===== config.mk =====
export PLATFORM = sky130hd
export DESIGN_NAME = control_word_scheduler
export DESIGN_NICKNAME = d
export VERILOG_FILES = /design/src/cws_pkg.sv /design/src/control_word_scheduler.sv
export SDC_FILE = /design/constraint.sdc
export NUM_CORES = 1
export LEC_CHECK = 0
export BUFFER_PORTS_ARGS = -buffer_cell sky130_fd_sc_hd__clkbuf_2
export CELL_PAD_IN_SITES_DETAIL_PLACEMENT = 0
export CELL_PAD_IN_SITES_GLOBAL_PLACEMENT = 1
export CORE_ASPECT_RATIO = 0.75
export CORE_UTILIZATION = 49
export CTS_CLUSTER_SIZE = 16
export DETAILED_ROUTE_END_ITERATION = 10
export PLACE_DENSITY_LB_ADDON = 0.1
export SYNTH_ARGS = -nofsm -noshare
export SYNTH_HDL_FRONTEND = slang
export SYNTH_SLANG_ARGS = --single-unit

===== constraint.sdc =====
create_clock -name clk_sys -period 2.8 [get_ports clk_sys]
set_clock_uncertainty 0.15 [all_clocks]
set_input_delay 0.56 -clock clk_sys [delete_from_list [all_inputs] [get_ports clk_sys]]
set_output_delay 0.56 -clock clk_sys [all_outputs]
set_load 0.01 [all_outputs]

===== src/cws_pkg.sv =====
package cws_pkg;
	localparam logic [7:0]  CTRL_OFS      = 8'h00;
	localparam logic [7:0]  CMD_OFS       = 8'h04;
	localparam logic [7:0]  FREQ_OFS      = 8'h08;
	localparam logic [7:0]  MODE_OFS      = 8'h0C;
	localparam logic [7:0]  STAT_OFS      = 8'h10;
	localparam logic [7:0]  FDISP_OFS     = 8'h14;
	localparam logic [7:0]  MDISP_OFS     = 8'h18;
	localparam int          CMD_FRST_BIT  = 0;
	localparam logic [1:0]  SRC_READBACK  = 2'h0;
	localparam logic [1:0]  SRC_RECALL    = 2'h1;
	localparam logic [1:0]  SRC_HIGHWAY   = 2'h2;
	localparam logic [1:0]  SRC_EXTERNAL  = 2'h3;
	localparam logic [1:0]  CTRL_RST      = 2'h3;
	localparam logic [31:0] SET_RST       = 32'h0000_0000;
	localparam logic [3:0]  WORD0         = 4'h0;
	localparam logic [3:0]  WORD1         = 4'h1;
	localparam logic [3:0]  WORD3         = 4'h3;
	localparam logic [6:0]  WORD_BITS     = 7'h20;
	localparam logic [6:0]  FRAME_BITS    = 7'h30;
	localparam logic [6:0]  REPEAT_END    = 7'h50;
	localparam logic [6:0]  PAIR_LAST     = 7'h5F;
	localparam logic [5:0]  RX_LAST       = 6'h2F;
	localparam int          CODE_LO       = 12;
	typedef struct packed {
		logic [7:0]  addr;
		logic [31:0] wdata;
		logic        wr;
		logic        rd;
	} busReq_s;
	typedef struct packed {
		logic       data;
		logic       valid;
		logic       strobe;
		logic       inserted;
		logic [3:0] word;
	} txOut_s;
endpackage


===== src/control_word_scheduler.sv =====
// The address-and-strobe port and the register addresses were decided locally.
`timescale 1ns/1ns
module control_word_scheduler (
	input  wire logic             clk_sys,
	input  wire logic             rstn,
	input  wire logic             clkEn,
	input  wire logic             bitClkPin,
	input  wire logic [3:0]       srcPins,
	input  wire cws_pkg::busReq_s busReq,
	output logic [31:0]           rdData,
	output cws_pkg::txOut_s       txOut,
	output logic [3:0]            wordEnable,
	output logic                  dispStrobe
);

	function automatic logic isUsedWord(input logic [3:0] code);
		isUsedWord = (code == cws_pkg::WORD0) || (code == cws_pkg::WORD1)
			|| (code == cws_pkg::WORD3);
	endfunction

	// pin synchronisers and link clock edge
	logic [4:0] syncA_reg;
	logic [4:0] syncA_next;
	logic [4:0] syncB_reg;
	logic [4:0] syncB_next;
	logic       bitClkD_reg;
	logic       bitClkD_next;
	logic       tick;

	always_comb begin
		syncA_next   = syncA_reg;
		syncB_next   = syncB_reg;
		bitClkD_next = bitClkD_reg;
		if (clkEn) begin
			syncA_next   = {bitClkPin, srcPins};
			syncB_next   = syncA_reg;
			bitClkD_next = syncB_reg[4];
		end
	end

	always_ff @(posedge clk_sys or negedge rstn) begin
		if (!rstn) begin
			syncA_reg   <= 5'h00;
			syncB_reg   <= 5'h00;
			bitClkD_reg <= 1'b0;
		end else begin
			syncA_reg   <= syncA_next;
			syncB_reg   <= syncB_next;
			bitClkD_reg <= bitClkD_next;
		end
	end

	assign tick = clkEn && syncB_reg[4] && !bitClkD_reg;

	// register port
	logic [1:0]  src_reg;
	logic [1:0]  src_next;
	logic [31:0] freqSet_reg;
	logic [31:0] freqSet_next;
	logic [31:0] modeSet_reg;
	logic [31:0] modeSet_next;
	logic        freqChgN_reg;
	logic        freqChgN_next;
	logic [31:0] rdData_reg;
	logic [31:0] rdData_next;
	logic        wrEff;
	logic        localOn;
	logic        freqRstCmd;
	logic        freqChange;
	logic        modeChange;

	logic [6:0]  phase_reg;
	logic [3:0]  wp_reg;
	logic [3:0]  newCnt_reg;
	logic [3:0]  sendWord_reg;
	logic        inserted_reg;
	logic        freqLatch_reg;
	logic        modeLatch_reg;
	logic        modeDone_reg;
	logic [31:0] freqDisp_reg;
	logic [31:0] modeDisp_reg;

	assign wrEff   = clkEn && busReq.wr;
	// local controls dead in readback mode
	assign localOn = (src_reg != cws_pkg::SRC_READBACK);
	assign freqRstCmd = wrEff && localOn
		&& (busReq.addr == cws_pkg::CMD_OFS)
		&& busReq.wdata[cws_pkg::CMD_FRST_BIT];
	assign freqChange = wrEff && localOn
		&& (busReq.addr == cws_pkg::FREQ_OFS)
		&& (busReq.wdata != freqSet_reg);
	assign modeChange = wrEff && localOn
		&& (busReq.addr == cws_pkg::MODE_OFS)
		&& (|(busReq.wdata ^ modeSet_reg));

	always_comb begin
		src_next      = src_reg;
		freqSet_next  = freqSet_reg;
		modeSet_next  = modeSet_reg;
		freqChgN_next = freqChgN_reg;
		rdData_next   = 32'h0000_0000;
		if (wrEff && busReq.addr == cws_pkg::CTRL_OFS)
			src_next = busReq.wdata[1:0];
		if (freqChange) begin
			freqSet_next  = busReq.wdata;
			freqChgN_next = 1'b0;
		end
		if (modeChange)
			modeSet_next = busReq.wdata;
		if (freqRstCmd)
			freqChgN_next = 1'b1;
		if (clkEn && busReq.rd) begin
			case (busReq.addr)
				cws_pkg::CTRL_OFS:  rdData_next = {30'h0, src_reg};
				cws_pkg::FREQ_OFS:  rdData_next = freqSet_reg;
				cws_pkg::MODE_OFS:  rdData_next = modeSet_reg;
				cws_pkg::STAT_OFS:  rdData_next = {8'h00, modeDone_reg,
					inserted_reg, freqChgN_reg, modeLatch_reg,
					freqLatch_reg, phase_reg, sendWord_reg,
					newCnt_reg, wp_reg};
				cws_pkg::FDISP_OFS: rdData_next = freqDisp_reg;
				cws_pkg::MDISP_OFS: rdData_next = modeDisp_reg;
				default:            rdData_next = 32'h0000_0000;
			endcase
		end
	end

	always_ff @(posedge clk_sys or negedge rstn) begin
		if (!rstn) begin
			src_reg      <= cws_pkg::CTRL_RST;
			freqSet_reg  <= cws_pkg::SET_RST;
			modeSet_reg  <= cws_pkg::SET_RST;
			freqChgN_reg <= 1'b1;
			rdData_reg   <= 32'h0000_0000;
		end else begin
			src_reg      <= src_next;
			freqSet_reg  <= freqSet_next;
			modeSet_reg  <= modeSet_next;
			freqChgN_reg <= freqChgN_next;
			rdData_reg   <= rdData_next;
		end
	end

	assign rdData = rdData_reg;

	// word scheduler
	logic [6:0]  phase_next;
	logic [3:0]  wp_next;
	logic [3:0]  newCnt_next;
	logic [3:0]  sendWord_next;
	logic        inserted_next;
	logic        freqLatch_next;
	logic        modeLatch_next;
	logic        modeDone_next;
	logic [31:0] freqSh_reg;
	logic [31:0] freqSh_next;
	logic [31:0] modeSh_reg;
	logic [31:0] modeSh_next;
	cws_pkg::txOut_s tx_reg;
	cws_pkg::txOut_s tx_next;
	logic        strobe;
	logic        shiftT;
	logic        cntT;
	logic        word1_qualify_gate;
	logic        wpHalt;
	logic        new_counter_halt_gate;
	logic [3:0]  selWord;
	logic [3:0]  curWord;
	logic        curIns;
	logic        freq_output_gate;
	logic        mode_output_gate;
	logic        mode_latch_set_or;
	logic        mode_latch_clear_gate;
	logic [31:0] srcF;
	logic [31:0] srcM;

	// pair of 96 bit times: 32 data, 16 count, 32 repeat, 16 count
	assign strobe = tick && (phase_reg == 7'h00);
	assign shiftT = tick && (phase_reg < cws_pkg::WORD_BITS);
	assign cntT   = tick && ((phase_reg >= cws_pkg::WORD_BITS
		&& phase_reg < cws_pkg::FRAME_BITS)
		|| phase_reg >= cws_pkg::REPEAT_END);

	// pending frequency change hides word 1
	assign word1_qualify_gate = (wp_reg == cws_pkg::WORD1)
		&& freqChgN_reg;
	// unused codes never halt; a routine word just sent is left behind
	assign wpHalt = isUsedWord(wp_reg)
		&& (wp_reg != cws_pkg::WORD1 || word1_qualify_gate)
		&& (wp_reg != sendWord_reg || inserted_reg);
	assign new_counter_halt_gate =
		(newCnt_reg == cws_pkg::WORD3 && modeLatch_reg && !modeDone_reg)
		|| (newCnt_reg == cws_pkg::WORD1 && freqLatch_reg);
	// wp stays put while new words go in, so routine resumes
	assign selWord = new_counter_halt_gate ? newCnt_reg
		: wp_reg;
	assign curWord = strobe ? selWord : sendWord_reg;
	assign curIns  = strobe ? new_counter_halt_gate : inserted_reg;
	assign freq_output_gate = (curWord == cws_pkg::WORD1)
		&& freqChgN_reg;
	assign mode_output_gate = (curWord == cws_pkg::WORD3);
	assign srcF = strobe ? freqSet_reg : freqSh_reg;
	assign srcM = strobe ? modeSet_reg : modeSh_reg;
	assign mode_latch_set_or = modeChange || freqChange;
	assign mode_latch_clear_gate = strobe && modeDone_reg
		&& (selWord != cws_pkg::WORD3);

	always_comb begin
		phase_next     = phase_reg;
		wp_next        = wp_reg;
		newCnt_next    = newCnt_reg;
		sendWord_next  = sendWord_reg;
		inserted_next  = inserted_reg;
		freqLatch_next = freqLatch_reg;
		modeLatch_next = modeLatch_reg;
		modeDone_next  = modeDone_reg;
		freqSh_next    = freqSh_reg;
		modeSh_next    = modeSh_reg;
		tx_next        = tx_reg;
		tx_next.valid  = 1'b0;
		tx_next.strobe = 1'b0;
		if (tick)
			phase_next = (phase_reg == cws_pkg::PAIR_LAST) ? 7'h00
				: phase_reg + 7'h01;
		if (cntT) begin
			if (!wpHalt)
				wp_next = wp_reg + 4'h1;
			if (!new_counter_halt_gate)
				newCnt_next = newCnt_reg + 4'h1;
		end
		if (strobe) begin
			newCnt_next   = selWord;
			sendWord_next = selWord;
			inserted_next = new_counter_halt_gate;
			if (new_counter_halt_gate && selWord == cws_pkg::WORD3)
				modeDone_next = 1'b1;
		end
		if (shiftT) begin
			freqSh_next = {srcF[30:0], 1'b0};
			modeSh_next = {srcM[30:0], 1'b0};
			// word 0 stays all zero; inserted words go out inverted
			tx_next.data = ((freq_output_gate && srcF[31])
				|| (mode_output_gate && srcM[31]))
				^ (curIns && (freq_output_gate
				|| mode_output_gate));
			tx_next.valid    = 1'b1;
			tx_next.strobe   = strobe;
			tx_next.inserted = curIns;
			tx_next.word     = curWord;
		end
		if (strobe)
			freqLatch_next = 1'b0;
		if (freqRstCmd)
			freqLatch_next = 1'b1;
		if (mode_latch_clear_gate)
			modeLatch_next = 1'b0;
		if (mode_latch_clear_gate || mode_latch_set_or)
			modeDone_next  = 1'b0;
		if (mode_latch_set_or)
			modeLatch_next = 1'b1; // set beats clear
	end

	always_ff @(posedge clk_sys or negedge rstn) begin
		if (!rstn) begin
			phase_reg     <= 7'h00;
			wp_reg        <= 4'h0;
			newCnt_reg    <= 4'h0;
			sendWord_reg  <= cws_pkg::WORD3;
			inserted_reg  <= 1'b0;
			freqLatch_reg <= 1'b0;
			modeLatch_reg <= 1'b0;
			modeDone_reg  <= 1'b0;
			freqSh_reg    <= 32'h0000_0000;
			modeSh_reg    <= 32'h0000_0000;
			tx_reg        <= '0;
		end else begin
			phase_reg     <= phase_next;
			wp_reg        <= wp_next;
			newCnt_reg    <= newCnt_next;
			sendWord_reg  <= sendWord_next;
			inserted_reg  <= inserted_next;
			freqLatch_reg <= freqLatch_next;
			modeLatch_reg <= modeLatch_next;
			modeDone_reg  <= modeDone_next;
			freqSh_reg    <= freqSh_next;
			modeSh_reg    <= modeSh_next;
			tx_reg        <= tx_next;
		end
	end

	assign txOut      = tx_reg;
	assign wordEnable = newCnt_reg;

	// receive side; no sync search, frames counted from reset
	logic [47:0] rxSh_reg;
	logic [47:0] rxSh_next;
	logic [5:0]  rxCnt_reg;
	logic [5:0]  rxCnt_next;
	logic [31:0] freqDisp_next;
	logic [31:0] modeDisp_next;
	logic        dispStrobe_reg;
	logic        dispStrobe_next;
	logic [3:0]  rxCode;
	logic        rxEnd;

	assign rxSh_next = {rxSh_reg[46:0], syncB_reg[src_reg]};
	assign rxEnd     = tick && (rxCnt_reg == cws_pkg::RX_LAST);
	// first bit lands in bit 47, so frame bit n sits at 47-n
	assign rxCode = {rxSh_next[47 - cws_pkg::CODE_LO - 3],
		rxSh_next[47 - cws_pkg::CODE_LO - 2],
		rxSh_next[47 - cws_pkg::CODE_LO - 1],
		rxSh_next[47 - cws_pkg::CODE_LO]};

	always_comb begin
		rxCnt_next      = rxCnt_reg;
		freqDisp_next   = freqDisp_reg;
		modeDisp_next   = modeDisp_reg;
		dispStrobe_next = 1'b0;
		if (tick)
			rxCnt_next = rxEnd ? 6'h00 : rxCnt_reg + 6'h01;
		if (rxEnd) begin
			dispStrobe_next = 1'b1;
			if (rxCode == cws_pkg::WORD1)
				freqDisp_next = rxSh_next[31:0];
			if (rxCode == cws_pkg::WORD3)
				modeDisp_next = rxSh_next[31:0];
		end
	end

	always_ff @(posedge clk_sys or negedge rstn) begin
		if (!rstn) begin
			rxSh_reg       <= 48'h0000_0000_0000;
			rxCnt_reg      <= 6'h00;
			freqDisp_reg   <= 32'h0000_0000;
			modeDisp_reg   <= 32'h0000_0000;
			dispStrobe_reg <= 1'b0;
		end else begin
			if (tick)
				rxSh_reg <= rxSh_next;
			rxCnt_reg      <= rxCnt_next;
			freqDisp_reg   <= freqDisp_next;
			modeDisp_reg   <= modeDisp_next;
			dispStrobe_reg <= dispStrobe_next;
		end
	end

	assign dispStrobe = dispStrobe_reg;
endmodule // control_word_scheduler


# Word-level counts from Yosys, hierarchy flattened
# Cells that the tools add are included.
dict set report word_totals {
  inputBits 50
  register_bits 309
  elab_cells 145
}
dict set report op_classes {
  eq_ne 22
  n_mux 25
  reduce_logical 58
  magnitude_cmp 5
  add_sub_neg 4
  n_bitwise 3
}
# op n
set op_table {}
lappend op_table {{$pmux W32 S6} 1}
lappend op_table {{$mux W32} 3}
lappend op_table {{$ne A32 B32 Y1} 1}
lappend op_table {{$reduce_or A32 Y1} 1}
lappend op_table {{$xor A32 B32 Y32} 1}
lappend op_table {{$logic_and A1 B1 Y1} 30}
lappend op_table {{$eq A8 B5 Y1 const B} 3}
lappend op_table {{$eq A4 B2 Y1 const B} 5}
lappend op_table {{$mux W4} 5}
lappend op_table {{$eq A4 B1 Y1 const B} 4}
lappend op_table {{$eq A8 B4 Y1 const B} 2}
lappend op_table {{$lt A7 B6 Y1 const B} 2}
lappend op_table {{$mux W7} 2}
lappend op_table {{$reduce_bool A2 Y1} 7}
lappend op_table {{$mux W1} 12}
lappend op_table {{$logic_or A1 B1 Y1} 10}
lappend op_table {{$reduce_and A2 Y1} 5}
lappend op_table {{$add A4 B1 Y4 const B} 2}
lappend op_table {{$eq A8 B3 Y1 const B} 1}
lappend op_table {{$logic_not A8 Y1} 1}
lappend op_table {{$add A7 B1 Y7 const B} 1}
lappend op_table {{$eq A7 B7 Y1 const B} 1}
lappend op_table {{$ge A7 B6 Y1 const B} 1}
lappend op_table {{$ge A7 B7 Y1 const B} 1}
lappend op_table {{other kinds (14)} 15}

# Logic depth before layout (Yosys ltp)
# Gate-level depths: netlist of the first run.
dict set report depth {
  ltp_word 11
  ltp_mapped 10
  depth_no_buf 9
}

# Worst setup path before layout of the first run
# Ideal clock, no wire load.
dict set report synth_timing {
  kind {input-to-reg}
  from {in clkEn}
  to {reg modeDisp_reg[0]}
  setup_slack_ns 0.235
  n_path_buf 2
  arrival_ns 2.291
  required_time_ns 2.525
  stages 7
  cell_sequence {and3b_1 -> buf_4 -> nand4_2 -> or3b_4 -> nor4b_4 -> buf_6 -> mux2_2}
}
dict set report synth_via {
  elab_chain_len 4
}
# item line_no
set synth_rtl {}
lappend synth_rtl {{start, declared} control_word_scheduler.sv:6} ;# input wire logic clkEn,
lappend synth_rtl {{$logic_and A1 B1 Y1 (2 in series)} control_word_scheduler.sv:53} ;# assign tick = clkEn && syncB_reg[4] && !bitClkD_reg;
lappend synth_rtl {{$logic_and A1 B1 Y1} control_word_scheduler.sv:307} ;# assign rxEnd = tick && (rxCnt_reg == cws_pkg::RX_LAST);
lappend synth_rtl {{$reduce_and A2 Y1 (no source line)} -}
lappend synth_rtl {{end signal, assigned} control_word_scheduler.sv:342} ;# modeDisp_reg <= modeDisp_next;
lappend synth_rtl {{end, declared} control_word_scheduler.sv:81} ;# logic [31:0] modeDisp_reg;
# No other way between the ends.
# A chain may end at the register's enable or synchronous reset.

# Worst setup path after layout of the first run
dict set report layout_timing {
  from {reg modeSet_reg[15]}
  to {reg modeSet_reg[19]}
}
dict set report layout_via {
  elab_chain_len 3
}
# item line_no
set layout_rtl {}
lappend layout_rtl {{start, declared} control_word_scheduler.sv:60} ;# logic [31:0] modeSet_reg;
lappend layout_rtl {{start signal, assigned} control_word_scheduler.sv:132} ;# modeSet_reg <= cws_pkg::SET_RST;
lappend layout_rtl {{start signal, assigned} control_word_scheduler.sv:138} ;# modeSet_reg <= modeSet_next;
lappend layout_rtl {{$xor A32 B32 Y32} control_word_scheduler.sv:94} ;# && (|(busReq.wdata ^ modeSet_reg));
lappend layout_rtl {{$reduce_or A32 Y1} control_word_scheduler.sv:94}
lappend layout_rtl {{$logic_and A1 B1 Y1} control_word_scheduler.sv:94}
# No other way between the ends.

==> results of run 1 <==
## kinds of logic after synthesis
family          Yosys count
buf+inv                  79
compound gates          206
mux                     213
fa+ha+maj                 8
xor+xnor                 78
simple gates            321
flops                   309
## worst max-delay path by stage
stage,end,slack (ns),depth (start not counted)
2_1_floorplan,modeDisp_reg[0],0.23,7
3_3_place_gp,modeSet_reg[16],-0.07,7
3_5_place_dp,modeSet_reg[19],-0.06,7
4_1_cts,modeSet_reg[19],0.15,6
5_1_grt,modeSet_reg[3],0.008,6
6_report,modeSet_reg[19],0.15,6
## cells in the final DEF (no fill, tap or decap), types with 6 or more instances in the layout
master	Yosys	layout
sky130_fd_sc_hd__xnor2_1	10	10
sky130_fd_sc_hd__o21ai_0	73	73
sky130_fd_sc_hd__buf_12	0	12
sky130_fd_sc_hd__mux2i_1	67	67
sky130_fd_sc_hd__a22oi_1	20	20
sky130_fd_sc_hd__nor2_1	27	25
sky130_fd_sc_hd__clkbuf_1	48	11
sky130_fd_sc_hd__xor2_1	68	68
sky130_fd_sc_hd__o22a_1	7	7
sky130_fd_sc_hd__nor4_1	18	18
sky130_fd_sc_hd__clkbuf_16	0	37
sky130_fd_sc_hd__inv_1	9	9
sky130_fd_sc_hd__ha_1	8	8
sky130_fd_sc_hd__dfrtp_1	304	304
sky130_fd_sc_hd__buf_4	4	37
sky130_fd_sc_hd__nand4_1	12	12
sky130_fd_sc_hd__nand2_1	223	222
sky130_fd_sc_hd__a31oi_1	8	8
sky130_fd_sc_hd__clkbuf_2	0	93
sky130_fd_sc_hd__nor3_1	7	6
sky130_fd_sc_hd__a22o_1	20	20
sky130_fd_sc_hd__clkbuf_8	0	8
sky130_fd_sc_hd__a222oi_1	17	17
sky130_fd_sc_hd__a21o_1	10	10
sky130_fd_sc_hd__a21oi_1	33	33
sky130_fd_sc_hd__mux2_2	144	144
## stage by stage
stage / power, µW / instance area [µm²]
2_1_floorplan: 5840 / 14000
3_3_place_gp: 6480 / 15200
3_5_place_dp: 6500 / 15200
4_1_cts: 11100 / 16400
5_1_grt: 11500 / 16400
6_report: 11000 / 16400
## metal layers
metal | GRT usage | share of wire | vias to the layer above
li1 | - | - | 4512
met1 | 0.413 | 0.48 | 4859
met2 | 0.385 | 0.43 | 274
met3 | 0.0465 | 0.059 | 66
met4 | 0.0822 | 0.027 | 2
met5 | 0 | 0.00021 | -
## repair_timing
| item | in CTS | in global routing |
|---|---|---|
| endpoints found under the hold margin | 44 | 0 |
| hold buffers | 1 | 0 |
| resized for setup | 0 | 0 |
## worst register-to-register path: cells and delay by family, from the launching register on
| family | cells | cell delay (ns) |
|---|---|---|
| DFF | 1 | 0.45 |
| AOI/OAI and AO/OA | 1 | 0.25 |
| buffers and inverters | 1 | 0.33 |
| muxes | 1 | 0.40 |
| xor gates and xnor gates | 1 | 0.21 |
| and+or+nand+nor | 2 | 0.76 |
## layout make-up
class | instances | area [µm²]
repair buffers | 144 | 1010
well taps | 385 | 482
clock inverters | 5 | 83.8
flip-flops and latches | 309 | 7740
clock buffers | 56 | 1080
multi-input cells | 826 | 5940
inverters | 9 | 33.8
fillers | 2353 | 11700
## report_power, final
part	switching [µW]	total, µW	internal (µW)
Combinational	883	1460	581
Clock	1790	4610	2820
Sequential	264	4960	4700
Total	2940	11000	8100
==> reports/summary.txt, run 1 <==
SYNTHESIS
--------------------------------------------------------------------------------
Top post-synthesis cells by count                                   sky130_fd_sc_hd__dfrtp_1, sky130_fd_sc_hd__nand2_1, sky130_fd_sc_hd__mux2_2
Post-synth design cell area                                           0.0140 mm²
Number of enable flip-flop cells after synthesis                               0
Total of flip-flops plus latches after synthesis                             309
Fraction of the yosys area taken by sequential cells                       0.553
Top cell type's share of synthesized area                                  0.544
Syn Nets                                                                    1272
Cell accounting for the most synthesized area                       sky130_fd_sc_hd__dfrtp_1
Area share of fa/ha/maj cells after synthesis                            0.00715
Dominant synthesized flop cell                                      sky130_fd_sc_hd__dfrtp_1
Most area-consuming cells after synthesis                           sky130_fd_sc_hd__dfrtp_1, sky130_fd_sc_hd__mux2_2, sky130_fd_sc_hd__nand2_1
Post-synthesis xor/xnor area fraction                                     0.0488
Number of instances in the synthesized netlist                              1214
Mux cell area share after synthesis                                        0.166
Compound-gate portion of the synthesized area                             0.0968
Most instantiated library cell after synthesis                      sky130_fd_sc_hd__dfrtp_1
Async set-or-reset flop fraction in the synthesized netlist                 1.00
Dominant combinational cell family by area after synthesis          multiplexers
Mean area per synthesized cell                                          11.5 µm²
Synth Warn #                                                                   0
Post-synthesis cell type count                                                56
Area fraction in and, or, nand and nor cells after synthesis               0.104

WORST SETUP PATH
--------------------------------------------------------------------------------
Reg-to-Reg End                                                      modeSet_reg[19]
Slowest cell on the critical path                                   sky130_fd_sc_hd__nor4_1
Element type at the critical path end                                  flip-flop
Ordered cell list for the critical path                             xor2_1 -> nor4_1 -> nand4_1 -> o211ai_1 -> buf_4 -> mux2_2
Cell family contributing the most delay on the critical path        simple AND/OR/NAND/NOR gates
Worst reg2reg path startpoint                                       modeSet_reg[15]
Data arrival time of the critical path                                   2.91 ns
Sum of buffers and inverters on the critical path                              1
Source of the critical timing path                                  modeSet_reg[15]
Max stage delay on crit path                                             0.59 ns
Worst-path maximum fanout                                                     19
Cells on worst reg2reg path                                                    6
Data required, critical path                                             3.05 ns
Type of the setup path with the least slack                           reg -> reg
Setup crit start kind                                                  flip-flop
Reg2reg setup slack                                                      0.15 ns

GRT
--------------------------------------------------------------------------------
Aggregate global routing overflow                                              0
Vias in the first global route                                              9597
Global-route total usage across every layer                                0.269
Largest net degree at the start of global routing                             99
Number of antenna violations at the first check in global routing              1
Global-route wire length before repair                                  59000 µm

FLOORPLANNING
--------------------------------------------------------------------------------
Overall die area                                                      0.0292 mm²
Die boundary height                                                       148 µm
Total number of placement rows                                                53
Die width                                                                 197 µm
Number of ports placed on the die boundary                                    95
Effective utilization at floorplan                                         0.499
Area inside the core boundary                                         0.0281 mm²

CLOCKING
--------------------------------------------------------------------------------
Clock transition at the registers of the reported paths                  0.06 ns
CTS tree                                                                   built
Clk sink count                                                               309
Number of buffers inserted during clock tree synthesis                        34
Bufs on Longest Clock Path                                                     3
Post-CTS Setup Bufs                                                            0
H-Tree Level Count                                                             2
Clock Latency Late Sink                                                  0.52 ns
Buffer type at the clock tree root                                  sky130_fd_sc_hd__clkbuf_16

DRT
--------------------------------------------------------------------------------
Number of antenna-violating nets in the routed design                          0
Total routed wirelength                                                 37700 µm
Per-cell via count in the routed design                                     5.60
First-pass detailed-route iteration total                                      5
First-iteration detailed-routing DRC count                                   749
Number of DRC violations after detailed routing                                0
Routed wirelength normalized by instance count                           21.7 µm
Count of vias placed by the detailed router                                 9713

RUN STATUS
--------------------------------------------------------------------------------
Result of the run                                                      completed

CELLS AND AREA
--------------------------------------------------------------------------------
Final core utilization                                                     0.583
Cell Count, Final, Fillers Out                                              1734
Proportion of layout cells with a drive suffix above 1                     0.265
Area added between synthesis and finish                                    17.0%
N_diodes                                                                       0
Max reg flops                                                                 35
Nets                                                                        1382

TIMING
--------------------------------------------------------------------------------
Fin crit period                                                          2.65 ns
RSZ-0062 raised after global routing                                          no
Max-slew violation count                                                       0
Share of the clock period used by the worst path after layout              0.948
Final setup viols                                                              0
Hold violation total from the final report                                     0
Achievable clock frequency                                               377 MHz
Slew at the pin with the worst max-slew slack                           0.644 ns
Worst slew margin relative to its limit                                    0.570
Worst setup slack after layout                                          0.145 ns
Min Hold Slack                                                          0.124 ns
Total Negative Setup Slacks                                                 0 ns

PLACEMENT
--------------------------------------------------------------------------------
Worst slack at placement                                              -0.0604 ns
Port Buffers                                                                  94
Post-DP HPWL                                                            26100 µm
Global placer's final weighted congestion                                  0.901
Placed insts                                                                1672

POWER AND IR DROP
--------------------------------------------------------------------------------
Leakage power of the design                                           0.00828 µW
Power density relative to cell area                                   674 mW/mm²
Maximum vdd ir drop                                                     0.452 mV

HOLD PATH
--------------------------------------------------------------------------------
Worst min-delay path category                                          in -> reg
Worst Hold Depth                                                               2
WHS Endpoint                                                        syncA_reg[1]
Start point of the worst min-delay path                               srcPins[1]

FLOW RUN
--------------------------------------------------------------------------------
Max-Cap Viols                                                                  0

Power figures use the tool's default switching activity.
==> inputs of run 2 (changes only) <==
==> constraint.sdc (replaced) <==
create_clock -name clk_sys -period 2.8 [get_ports clk_sys]
set_clock_uncertainty 0.15 [all_clocks]
set_input_delay 0.14 -clock clk_sys [delete_from_list [all_inputs] [get_ports clk_sys]]
set_output_delay 0.14 -clock clk_sys [all_outputs]
set_load 0.01 [all_outputs]
==> reports/summary.txt, run 2 (synthesis gave the netlist of run 1 again) <==
RUN STATUS
--------------------------------------------------------------------------------
Result of the run                                                      completed

GRT
--------------------------------------------------------------------------------
Number of antenna violations at the first check in global routing              0   -1
Global-route wire length before repair                                  58800 µm   -0.49%
Global-route total usage across every layer                                0.267   -0.00118
Largest net degree at the start of global routing                            103   +4.0%
Aggregate global routing overflow                                              0   unchanged
Vias in the first global route                                              9537   -0.63%

FLOORPLANNING
--------------------------------------------------------------------------------
Effective utilization at floorplan                                         0.499   unchanged
Die width                                                                 197 µm   unchanged
Overall die area                                                      0.0292 mm²   unchanged
Area inside the core boundary                                         0.0281 mm²   unchanged
Number of ports placed on the die boundary                                    95   unchanged
Die boundary height                                                       148 µm   unchanged
Total number of placement rows                                                53   unchanged

WORST SETUP PATH
--------------------------------------------------------------------------------
Setup crit start kind                                                  flip-flop
Worst-path maximum fanout                                                     33   +14
Data arrival time of the critical path                                   2.88 ns   -0.03 ns
Type of the setup path with the least slack                           reg -> reg
Element type at the critical path end                                  flip-flop
Data required, critical path                                             3.05 ns   about the same

CELLS AND AREA
--------------------------------------------------------------------------------
Final core utilization                                                     0.600   +0.0166
FILL cells                                                                  2368   +0.64%
Area added between synthesis and finish                                    20.3%
Nets                                                                        1425   +3.1%
Multi-input combinational cell area                                  0.00594 mm²   unchanged
Proportion of layout cells with a drive suffix above 1                     0.260   -0.00458
Cell Count, Final, Fillers Out                                              1777   +2.5%
Most frequent cells in the layout                                   sky130_fd_sc_hd__dfrtp_1, sky130_fd_sc_hd__nand2_1, sky130_fd_sc_hd__mux2_2
N_diodes                                                                       0   unchanged
Most common cell after layout, fill and taps aside                  sky130_fd_sc_hd__dfrtp_1
Total area of sequential cells                                       0.00774 mm²   unchanged
Max reg flops                                                                 35   unchanged

DRT
--------------------------------------------------------------------------------
First-pass detailed-route iteration total                                      6   +1
Routed wirelength normalized by instance count                           21.3 µm   -2.1%
Count of vias placed by the detailed router                                 9803   +0.93%
Number of DRC violations after detailed routing                                0   unchanged
Total routed wirelength                                                 37800 µm   +0.37%
Per-cell via count in the routed design                                     5.52   -1.5%
Number of antenna-violating nets in the routed design                          0   unchanged
First-iteration detailed-routing DRC count                                   623   -17%

PLACEMENT
--------------------------------------------------------------------------------
Post-DP HPWL                                                            25700 µm   -1.4%
Port Buffers                                                                  94   unchanged
Global placer's final weighted congestion                                  0.859   -4.6%
Placed insts                                                                1670   -0.12%

CLOCKING
--------------------------------------------------------------------------------
Post-CTS sizing                                                                0   unchanged
Bufs on Longest Clock Path                                                     3   unchanged
Clock Latency Late Sink                                                  0.52 ns   about the same
Clock transition at the registers of the reported paths                  0.06 ns   about the same
CTS tree                                                                   built
Buffer type at the clock tree root                                  sky130_fd_sc_hd__clkbuf_16
H-Tree Level Count                                                             2   unchanged
Clk sink count                                                               309   unchanged
Number of buffers inserted during clock tree synthesis                        34   unchanged

FLOW RUN
--------------------------------------------------------------------------------
Max-Cap Viols                                                                  0   unchanged

TIMING
--------------------------------------------------------------------------------
Share of the clock period used by the worst path after layout              0.941   -0.00680
Max-slew violation count                                                       0   unchanged
Achievable clock frequency                                               379 MHz   +0.72%
Min Hold Slack                                                         0.0252 ns   -0.0983 ns
Hold violation total from the final report                                     0   unchanged
Total Negative Setup Slacks                                                 0 ns   unchanged
RSZ-0062 raised after global routing                                          no
Slew at the pin with the worst max-slew slack                            1.01 ns   +0.369 ns
Final setup viols                                                              0   unchanged
Worst slew margin relative to its limit                                    0.325   -0.245
Fin crit period                                                          2.64 ns   -0.0190 ns

HOLD PATH
--------------------------------------------------------------------------------
Worst min-delay path category                                        in -> async

POWER AND IR DROP
--------------------------------------------------------------------------------
Power density relative to cell area                                   675 mW/mm²   about the same
Overall power of the completed layout                                   11400 µW   +2.9%
Maximum vdd ir drop                                                     0.346 mV   -23%
Leakage power of the design                                           0.00850 µW   +2.6%

==> run 2: changes by cell type in the layout (fill, tap and decap cells not counted), sizes merged <==
cell         change
bufinv           +2
clkbuf           -5
inv              -1
clkinv           +4
buf              -2
dlygate4sd3     +45
==> run 2: final cells by class <==
type / instances / share of cell area
clock buffer: 51 / 0.0641
clock inverter: 10 / 0.00974
inverter: 9 / 0.00201
multi-input combinational: 826 / 0.353
sequential: 309 / 0.460
tap: 385 / 0.0286
timing repair buffer: 187 / 0.0828
==> run 2: final timing paths <==
check	startpoint	end	slack [ns]	cells after the start
min reg2reg	txOut[4]	txOut[4]	0.32	2
max in group asynchronous	rstn	modeSh_reg[13]	1.60	3
min	rstn	rdData[25]	0.03	2
min in group clk_sys	busReq[38]	freqChgN_reg	0.03	4
max	modeSet_reg[0]	modeSet_reg[10]	0.16	6
max reg2reg	modeSet_reg[0]	modeSet_reg[10]	0.16	6
==> run 2: repair_timing <==
| item | 4_1_cts | 5_1_grt |
|---|---|---|
| hold buffers | 46 | 0 |
| endpoints found under the hold margin | 320 | 0 |
| buffers inserted | 0 | 0 |
==> run 2: critical path: stages (launching register included) <==
cell and delay (ns):
sky130_fd_sc_hd__dfrtp_1 0.46, sky130_fd_sc_hd__xor2_1 0.19, sky130_fd_sc_hd__nor4_1 0.54, sky130_fd_sc_hd__nand4_1 0.18, sky130_fd_sc_hd__o211ai_1 0.33, sky130_fd_sc_hd__buf_12 0.29, sky130_fd_sc_hd__mux2_2 0.37
==> run 2: stage by stage <==
| step | cell area, µm² | setup slack [ns] |
|---|---|---|
| after global routing | 16800 | 0.120 |
| after CTS | 16800 | 0.282 |
| final | 16800 | 0.164 |
| after floorplan | 14000 | 0.376 |
| after global placement | 15100 | 0.324 |
| after detailed placement | 15100 | 0.308 |
==> run 2: metal layers <==
| layer | part of all wire | wire [µm] | track usage | vias up |
|---|---|---|---|---|
| met5 | 0 | 0 | 0 | - |
| met2 | 0.43 | 16200 | 0.380 | 251 |
| met3 | 0.048 | 1820 | 0.0444 | 56 |
| met4 | 0.025 | 954 | 0.0798 | 0 |
| li1 | - | - | - | 4608 |
| met1 | 0.50 | 18900 | 0.417 | 4888 |
==> run 2: power breakdown <==
| part | switching, µW | internal (µW) |
|---|---|---|
| clock network | 1860 | 3040 |
| registers | 248 | 4700 |
| logic | 886 | 617 |
| total | 3000 | 8360 |
